<file path="src/dpc_pkg.sv">
package dpc_pkg;

  // Register byte offsets on the AHB-Lite port.
  localparam logic [7:0] DPC_CTRL_OFS     = 8'h00;
  localparam logic [7:0] DPC_STATUS_OFS   = 8'h04;
  localparam logic [7:0] DPC_INT_STAT_OFS = 8'h08;
  localparam logic [7:0] DPC_INT_MASK_OFS = 8'h0C;

  // Control register fields.
  localparam int DPC_CTRL_SWING_VAL  = 0;
  localparam int DPC_CTRL_SWING_OVR  = 1;
  localparam int DPC_CTRL_LF_VAL     = 2;
  localparam int DPC_CTRL_LF_OVR     = 3;
  localparam int DPC_CTRL_MAP_VAL    = 4;
  localparam int DPC_CTRL_MAP_OVR    = 5;
  localparam int DPC_CTRL_FILT_VAL   = 6;
  localparam int DPC_CTRL_FILT_OVR   = 7;
  localparam int DPC_CTRL_SSC_REQ    = 8;
  localparam int DPC_CTRL_W          = 9;

  // Status register fields.
  localparam int DPC_STAT_LOCK       = 0;
  localparam int DPC_STAT_PWR_UP     = 1;
  localparam int DPC_STAT_SWING      = 2;
  localparam int DPC_STAT_LF         = 3;
  localparam int DPC_STAT_MAP        = 4;
  localparam int DPC_STAT_MODE_LO    = 5;
  localparam int DPC_STAT_FILT       = 7;
  localparam int DPC_STAT_SSC_ON     = 8;
  localparam int DPC_STAT_OUT_LO     = 9;

  // Interrupt status and mask fields.
  localparam int DPC_INT_LOCK_GAIN   = 0;
  localparam int DPC_INT_LOCK_LOSS   = 1;
  localparam int DPC_INT_W           = 2;

  // Values after reset.
  localparam logic [DPC_CTRL_W-1:0] DPC_CTRL_RST = 9'h000;
  localparam logic [DPC_INT_W-1:0]  DPC_INT_RST  = 2'h0;

  // Operating mode field codes.
  localparam logic [1:0] DPC_MODE_CUR_NOFILT = 2'h0;
  localparam logic [1:0] DPC_MODE_CUR_FILT   = 2'h1;
  localparam logic [1:0] DPC_MODE_LEGACY     = 2'h2;

  // Highest output clock in MHz at which spread spectrum may run.
  localparam int DPC_SSC_MAX_MHZ = 65;

  // Synchroniser depth for pins.
  localparam int DPC_SYNC_STAGES = 2;

  typedef enum logic [1:0] {
    DPC_OUT_HIZ,
    DPC_OUT_ACTIVE,
    DPC_OUT_SLEEP_LOW,
    DPC_OUT_HOLD_HIGH
  } dpc_out_e;

endpackage

</file>
<file path="src/dpc_pin_control.sv">
// Summary of operation
// - Lock status is high once the receive PLL has locked, and then the outputs follow only the output enable.
// - Lock status is low while the PLL is unlocked, and then sleep select and output enable set the outputs.
// - With the power-down input high the device runs normally with every function enabled.
// - With the power-down input low the PLL stops, current is minimised, drivers hold high and control registers reset.
// - The swing select from pin or register picks the large swing when one and the small swing when zero.
// - The spread low-frequency select from pin or register picks low-frequency mode when one and high when zero.
// - Spread spectrum generation is never provided while the output clock is above 65 MHz.
// - The bit-map select from pin or register puts the MSBs on lane three when one and the LSBs there when zero.
// - Mode 00 expects the current serializer with the control-signal filter disabled.
// - Mode 01 expects the current serializer with the control-signal filter enabled.
// - Mode 10 adapts link decoding to the earlier serializer family.
// - The mode field comes from its two pins and registers may override it only to a limited degree.
module dpc_pin_control
  import dpc_pkg::*;
#(
  parameter int FREQ_W = 8
)
(
  input  wire logic              hclk,
  input  wire logic              hresetn,
  input  wire logic              hsel,
  input  wire logic [31:0]       haddr,
  input  wire logic [1:0]        htrans,
  input  wire logic              hwrite,
  input  wire logic [2:0]        hsize,
  input  wire logic [31:0]       hwdata,
  input  wire logic              hready,
  output logic                   hreadyout,
  output logic                   hresp,
  output logic [31:0]            hrdata,
  input  wire logic              power_down_n,
  input  wire logic              pll_lock_raw,
  input  wire logic              parallel_output_enable,
  input  wire logic              sleep_state_select,
  input  wire logic              output_swing_select,
  input  wire logic              spread_low_freq_select,
  input  wire logic              bit_map_select,
  input  wire logic [1:0]        config_pins,
  input  wire logic [FREQ_W-1:0] out_clk_mhz,
  output logic                   lock,
  output logic                   pll_enable,
  output logic                   low_power,
  output logic                   driver_hold_high,
  output logic [1:0]             parallel_out_state,
  output logic                   swing_large,
  output logic                   spread_low_freq_mode,
  output logic                   spread_spectrum_enable,
  output logic                   lane_three_msb,
  output logic [1:0]             operating_mode,
  output logic                   legacy_partner,
  output logic                   ctrl_filter_enable,
  output logic                   irq
);

  // The frequency port must hold the spread spectrum limit without wrapping.
  if (FREQ_W < 7 || FREQ_W > 16)
  begin
    $error("FREQ_W must lie between 7 and 16.");
  end

  localparam int PIN_N = 9;
  localparam logic [FREQ_W-1:0] SSC_MAX = FREQ_W'(DPC_SSC_MAX_MHZ);

  logic [PIN_N-1:0]      sync1_r;
  logic [PIN_N-1:0]      sync2_r;
  logic                  pwr_up;
  logic                  lock_s;
  logic                  oen_s;
  logic                  oss_s;
  logic                  swing_s;
  logic                  lf_s;
  logic                  map_s;
  logic [1:0]            cfg_s;
  logic [DPC_CTRL_W-1:0] ctrl_r;
  logic [DPC_INT_W-1:0]  int_stat_r;
  logic [DPC_INT_W-1:0]  int_mask_r;
  logic [DPC_INT_W-1:0]  int_set;
  logic                  lock_r;
  logic                  lock_nxt;
  logic                  ap_valid;
  logic                  wr_pend_r;
  logic [7:0]            wr_addr_r;
  logic [31:0]           rd_nxt;
  logic [31:0]           status_w;
  logic [1:0]            mode_w;
  logic                  rd_int_stat;
  dpc_out_e              out_state;

  // All pins except out_clk_mhz cross into hclk through two flops before use.
  always_ff @(posedge hclk or negedge hresetn)
  begin
    if (!hresetn)
    begin
      sync1_r <= '0;
      sync2_r <= '0;
    end
    else
    begin
      sync1_r <= {config_pins, bit_map_select, spread_low_freq_select,
                  output_swing_select, sleep_state_select,
                  parallel_output_enable, pll_lock_raw, power_down_n};
      sync2_r <= sync1_r;
    end
  end

  assign pwr_up  = sync2_r[0];
  assign lock_s  = sync2_r[1];
  assign oen_s   = sync2_r[2];
  assign oss_s   = sync2_r[3];
  assign swing_s = sync2_r[4];
  assign lf_s    = sync2_r[5];
  assign map_s   = sync2_r[6];
  assign cfg_s   = sync2_r[8:7];

  // Power control follows the synchronised power-down level.
  assign pll_enable       = pwr_up;
  assign low_power        = ~pwr_up;
  assign driver_hold_high = ~pwr_up;

  // A stopped PLL cannot report lock, whatever its raw flag shows.
  assign lock_nxt = pwr_up & lock_s;

  always_ff @(posedge hclk or negedge hresetn)
  begin
    if (!hresetn)
    begin
      lock_r <= 1'b0;
    end
    else
    begin
      lock_r <= lock_nxt;
    end
  end

  assign lock = lock_r;

  // Output state: locked follows the enable only, unlocked adds sleep select.
  always_comb
  begin
    if (!pwr_up)
    begin
      out_state = DPC_OUT_HOLD_HIGH;
    end
    else if (lock_r)
    begin
      out_state = oen_s ? DPC_OUT_ACTIVE : DPC_OUT_HIZ;
    end
    else if (oen_s && oss_s)
    begin
      out_state = DPC_OUT_SLEEP_LOW;
    end
    else
    begin
      out_state = DPC_OUT_HIZ;
    end
  end

  assign parallel_out_state = out_state;

  function automatic logic pick(input logic pin, input logic ovr, input logic val);
    pick = ovr ? val : pin;
  endfunction

  assign swing_large          = pick(swing_s, ctrl_r[DPC_CTRL_SWING_OVR],
                                     ctrl_r[DPC_CTRL_SWING_VAL]);
  assign spread_low_freq_mode = pick(lf_s, ctrl_r[DPC_CTRL_LF_OVR],
                                     ctrl_r[DPC_CTRL_LF_VAL]);
  assign lane_three_msb       = pick(map_s, ctrl_r[DPC_CTRL_MAP_OVR],
                                     ctrl_r[DPC_CTRL_MAP_VAL]);

  // Above the limit the generator is forced off even if software asks for it.
  assign spread_spectrum_enable = pwr_up & ctrl_r[DPC_CTRL_SSC_REQ]
                                  & (out_clk_mhz <= SSC_MAX);

  // Software may only flip the filter bit, and only for a current-family
  // partner; the partner family itself always comes from the pins.
  always_comb
  begin
    mode_w = cfg_s;
    if (ctrl_r[DPC_CTRL_FILT_OVR] && !cfg_s[1])
    begin
      mode_w = ctrl_r[DPC_CTRL_FILT_VAL] ? DPC_MODE_CUR_FILT
                                         : DPC_MODE_CUR_NOFILT;
    end
  end

  assign operating_mode     = mode_w;
  assign ctrl_filter_enable = (mode_w == DPC_MODE_CUR_FILT);
  assign legacy_partner     = mode_w[1];

  // AHB-Lite slave, zero wait states, always OKAY.
  assign hreadyout = 1'b1;
  assign hresp     = 1'b0;
  assign ap_valid  = hsel & htrans[1] & hready;
  assign rd_int_stat = ap_valid & ~hwrite & (haddr[7:0] == DPC_INT_STAT_OFS)
                       & (haddr[31:8] == 24'h000000);

  always_comb
  begin
    status_w = 32'h00000000;
    status_w[DPC_STAT_LOCK]   = lock_r;
    status_w[DPC_STAT_PWR_UP] = pwr_up;
    status_w[DPC_STAT_SWING]  = swing_large;
    status_w[DPC_STAT_LF]     = spread_low_freq_mode;
    status_w[DPC_STAT_MAP]    = lane_three_msb;
    status_w[DPC_STAT_MODE_LO +: 2] = mode_w;
    status_w[DPC_STAT_FILT]   = ctrl_filter_enable;
    status_w[DPC_STAT_SSC_ON] = spread_spectrum_enable;
    status_w[DPC_STAT_OUT_LO +: 2]  = out_state;
  end

  always_comb
  begin
    rd_nxt = 32'h00000000;
    if (haddr[31:8] != 24'h000000)
    begin
      rd_nxt = 32'h00000000;
    end
    else if (haddr[7:0] == DPC_CTRL_OFS)
    begin
      rd_nxt = {{(32-DPC_CTRL_W){1'b0}}, ctrl_r};
    end
    else if (haddr[7:0] == DPC_STATUS_OFS)
    begin
      rd_nxt = status_w;
    end
    else if (haddr[7:0] == DPC_INT_STAT_OFS)
    begin
      rd_nxt = {{(32-DPC_INT_W){1'b0}}, int_stat_r};
    end
    else if (haddr[7:0] == DPC_INT_MASK_OFS)
    begin
      rd_nxt = {{(32-DPC_INT_W){1'b0}}, int_mask_r};
    end
  end

  // Read data is registered at the address phase so it stands in the data phase.
  always_ff @(posedge hclk or negedge hresetn)
  begin
    if (!hresetn)
    begin
      hrdata <= 32'h00000000;
    end
    else if (ap_valid && !hwrite)
    begin
      hrdata <= rd_nxt;
    end
  end

  always_ff @(posedge hclk or negedge hresetn)
  begin
    if (!hresetn)
    begin
      wr_pend_r <= 1'b0;
      wr_addr_r <= 8'h00;
    end
    else
    begin
      wr_pend_r <= ap_valid & hwrite & (haddr[31:8] == 24'h000000);
      if (ap_valid)
      begin
        wr_addr_r <= haddr[7:0];
      end
    end
  end

  // Power-down clears every control register, not only hresetn.
  always_ff @(posedge hclk or negedge hresetn)
  begin
    if (!hresetn)
    begin
      ctrl_r     <= DPC_CTRL_RST;
      int_mask_r <= DPC_INT_RST;
    end
    else if (!pwr_up)
    begin
      ctrl_r     <= DPC_CTRL_RST;
      int_mask_r <= DPC_INT_RST;
    end
    else if (wr_pend_r)
    begin
      if (wr_addr_r == DPC_CTRL_OFS)
      begin
        ctrl_r <= hwdata[DPC_CTRL_W-1:0];
      end
      else if (wr_addr_r == DPC_INT_MASK_OFS)
      begin
        int_mask_r <= hwdata[DPC_INT_W-1:0];
      end
    end
  end

  assign int_set[DPC_INT_LOCK_GAIN] = lock_nxt & ~lock_r;
  assign int_set[DPC_INT_LOCK_LOSS] = ~lock_nxt & lock_r;

  // A lock edge in the same cycle as the clearing read is kept.
  always_ff @(posedge hclk or negedge hresetn)
  begin
    if (!hresetn)
    begin
      int_stat_r <= DPC_INT_RST;
    end
    else if (!pwr_up)
    begin
      int_stat_r <= int_set;
    end
    else if (rd_int_stat)
    begin
      int_stat_r <= int_set;
    end
    else
    begin
      int_stat_r <= int_stat_r | int_set;
    end
  end

  always_ff @(posedge hclk or negedge hresetn)
  begin
    if (!hresetn)
    begin
      irq <= 1'b0;
    end
    else
    begin
      irq <= |((int_stat_r | int_set) & int_mask_r);
    end
  end

endmodule

</file>
<file path="config.mk">
export PLATFORM = sky130hd
export DESIGN_NAME = dpc_pin_control
export DESIGN_NICKNAME = d
export VERILOG_FILES = /design/src/dpc_pkg.sv /design/src/dpc_pin_control.sv
export SDC_FILE = /design/constraint.sdc
export NUM_CORES = 1
export LEC_CHECK = 0
export ABC_AREA = 1
export ABC_CLOCK_PERIOD_IN_PS = 2300
export BUFFER_PORTS_ARGS = -buffer_cell sky130_fd_sc_hd__buf_4
export CAP_MARGIN = 20
export CORE_UTILIZATION = 35
export CTS_CLUSTER_SIZE = 28
export DETAILED_ROUTE_END_ITERATION = 6
export MAX_ROUTING_LAYER = met4
export PLACE_DENSITY = 0.65
export SYNTH_ARGS = -nofsm -noshare
export SYNTH_HDL_FRONTEND = slang
export SYNTH_SLANG_ARGS = --single-unit
</file>
<file path="constraint.sdc">
create_clock -name hclk -period 2.3 [get_ports hclk]
set_input_delay 0.115 -clock hclk [delete_from_list [all_inputs] [get_ports hclk]]
set_output_delay 0.115 -clock hclk [all_outputs]
set_load 0.01 [all_outputs]
</file>
==> impl_metrics.py <==
metrics = {
    "sta": {
        "slew_violations": 0,
        "slew_headroom_pct": 56.4,
        "finalSetupViolCount": 0,
        "hold_ws_ns": 0.0372,
        "fin_crit_ns": 1.78,
        "finClkSkew_ns": 0.0141,
        "rsz0062_at_grt": "no",
        "fmax_mhz": 562,
        "tightest_slew_ns": 0.654,
        "fin_setup_tns_ns": 0,
        "min_period_over_period_pct": 77.4,
        "final-hold-violation-count": 0,
    },
    "synth": {
        "yosysSeqAreaShare_pct": 51.7,
        "synth_top_cell_area_share_pct": 51.7,
        "avgSynthCellArea_um2": 8.47,
        "synthTopCellsByArea": "dfrtp_1, nand2_1, buf_4",
        "netlist_area_mm2": 0.00257,
        "synthCells": 303,
        "synth.distinct_cells": 28,
        "synth-seq-cells": 53,
        "ys.warnings.count": 0,
        "synth_largest_area_cell": "dfrtp_1",
    },
    "clock_tree": {
        "cts_sinks": 53,
        "cts_root_buf": "clkbuf_8",
        "cts_tree": "yes",
        "cts_setup_buffers": 0,
        "cts.repair.resized": 0,
        "numCtsBuffers": 5,
        "holdBufCountCts": 10,
        "cts.path.max_buffers": 2,
        "insertion_delay_ns": 0.32,
        "h-tree-depth": 2,
        "clk_pin_slew_worst_paths_ns": 0.10,
    },
    "worst_setup_path": {
        "critPathKind": "flip-flop to primary output",
        "startpoint": "sync2_r[0]$_DFF_PN0_",
        "r2r-start": "sync2_r[0]$_DFF_PN0_",
        "cp_max_fo": 18,
        "end_kind": "primary output",
        "arrival_ns": 1.66,
        "crit_required_ns": 2.18,
        "start_kind": "flip-flop",
    },
    "placement": {
        "dp.cells": 476,
        "hpwl_mm": 4.28,
        "placed_area_mm2": 0.00320,
        "io_buffer_count": 88,
        "gp_congestion": 0.842,
    },
    "grt": {
        "grt_remaining_overflow": 0,
        "grt_pass1_wl_mm": 9.24,
        "track_usage_pct": 16.3,
        "grt_start_max_net_pins": 54,
        "grt_pass1_vias": 2037,
        "antenna_found_initial": 0,
    },
    "detailed_routing": {
        "via_per_inst": 4.46,
        "via_count": 2203,
        "final_antenna_net_count": 0,
        "drc": 0,
        "drtIter0Drc": 150,
        "drtPass1Iterations": 4,
        "wire_per_inst_um": 11.8,
        "routed_wl_mm": 5.83,
    },
    "die": {
        "design.portCount": 140,
        "fp-row-count": 30,
        "dieArea_mm2": 0.00768,
        "core_area_mm2": 0.00694,
        "initial_utilization_pct": 37.0,
        "die_w_um": 87.6,
        "die_y_um": 87.6,
    },
    "job": {
        "drv_cap": 0,
    },
    "cells_and_area": {
        "fin_util_pct": 48.8,
        "design_area_mm2": 0.00339,
        "num_antenna_cells": 0,
        "final_cells": 494,
        "final_cell_mix": "nand2_1, buf_4, dfrtp_1",
        "syn_to_final_growth_pct": 32.0,
        "nets": 488,
        "final_common_cell": "nand2_1",
        "drive_gt1_share_pct": 29.1,
    },
    "worst_hold_path": {
        "min_from": "hwdata[3]",
        "hp-class": "input pin to flip-flop",
    },
    "pwr": {
        "peakVddDrop_mv": 0.275,
        "power_density_mw_per_mm2": 527,
        "p_leak_nw": 1.78,
    },
    "status": {
        "status": "finished, final reports clean",
    },
}
## worst paths after layout
path | to | slack [ns] | cells after the start
min in group asynchronous | hrdata[5]$_DFFE_PN0P_ | 0.36 | 2
max in group asynchronous | lock$_DFF_PN0_ | 1.49 | 2
hold reg to reg | sync2_r[0]$_DFF_PN0_ | 0.35 | 0
setup reg to reg | int_stat_r[0]$_DFF_PN0_ | 0.93 | 6
setup / recovery | spread_spectrum_enable | 0.52 | 4
hold / removal | ctrl_r[3]$_DFFE_PN0P_ | 0.04 | 3
## cells by family (layout without fill, tap and decap cells)
group                  count (synthesis)  count (layout)  synth area share, %
and+or+nand+nor                      164             164                 27.8
buffers and inverters                 55             129                 12.3
DFF                                   53              53                 51.7
AOI/OAI and AO/OA                     23              23                 5.27
muxes                                  6               6                 2.63
other                                  2              23                0.293
## through the flow
stage,power (W),worst slack [ns]
floorplan,0.00115,1.07
global placement,0.00125,0.646
detailed placement,0.00125,0.649
CTS,0.00180,0.456
global route,0.00187,0.295
finish,0.00179,0.521
## report_power, final
group | total [W] | switching [W] | internal [W]
clock | 0.000541 | 0.000324 | 0.000217
combinational | 0.000239 | 0.000114 | 0.000125
sequential | 0.00101 | 0.0000316 | 0.000975
## registers in the layout (all words and copies together) (netlist names)
name and cells:
hrdata 11, ctrl_r 9, sync1_r 9, sync2_r 9
wr_addr_r 8, int_mask_r 2, int_stat_r 2, irq 1
lock 1, wr_pend_r 1
## synth_stat cells (all sizes together)
master  instances
nand2          98
dfrtp          53
nor2           34
buf            30
nand3          25
inv            23
o21ai          16
mux2            6
a21oi           5
nor3            5
clkbuf          2
conb            2
a21boi          1
nand4           1
nor3b           1
o21a            1
## metal layers
metal  part of all wire (%)  vias up  GRT usage [%]
met5                      0        -              -
met4                    1.0        0           4.92
met3                    7.9        6           3.96
met2                     48       98           27.6
met1                     43     1002           19.2
li1                       -     1097              -
## critical path, cell delays in order (launching register included)
cell,delay [ns]
dfrtp_1,0.71
nand2_1,0.13
nor2_1,0.14
a21boi_0,0.22
buf_4,0.15
## area by class of cell
class	instances	area [um^2]
Fill cell	700	3560
Sequential cell	53	1330
Timing Repair Buffer	98	761
Inverter	23	86.3
Tap cell	96	120
Clock inverter	3	22.5
Multi-Input combinational cell	216	1000
Clock buffer	5	68.8
(Power assumes the default switching activity.)
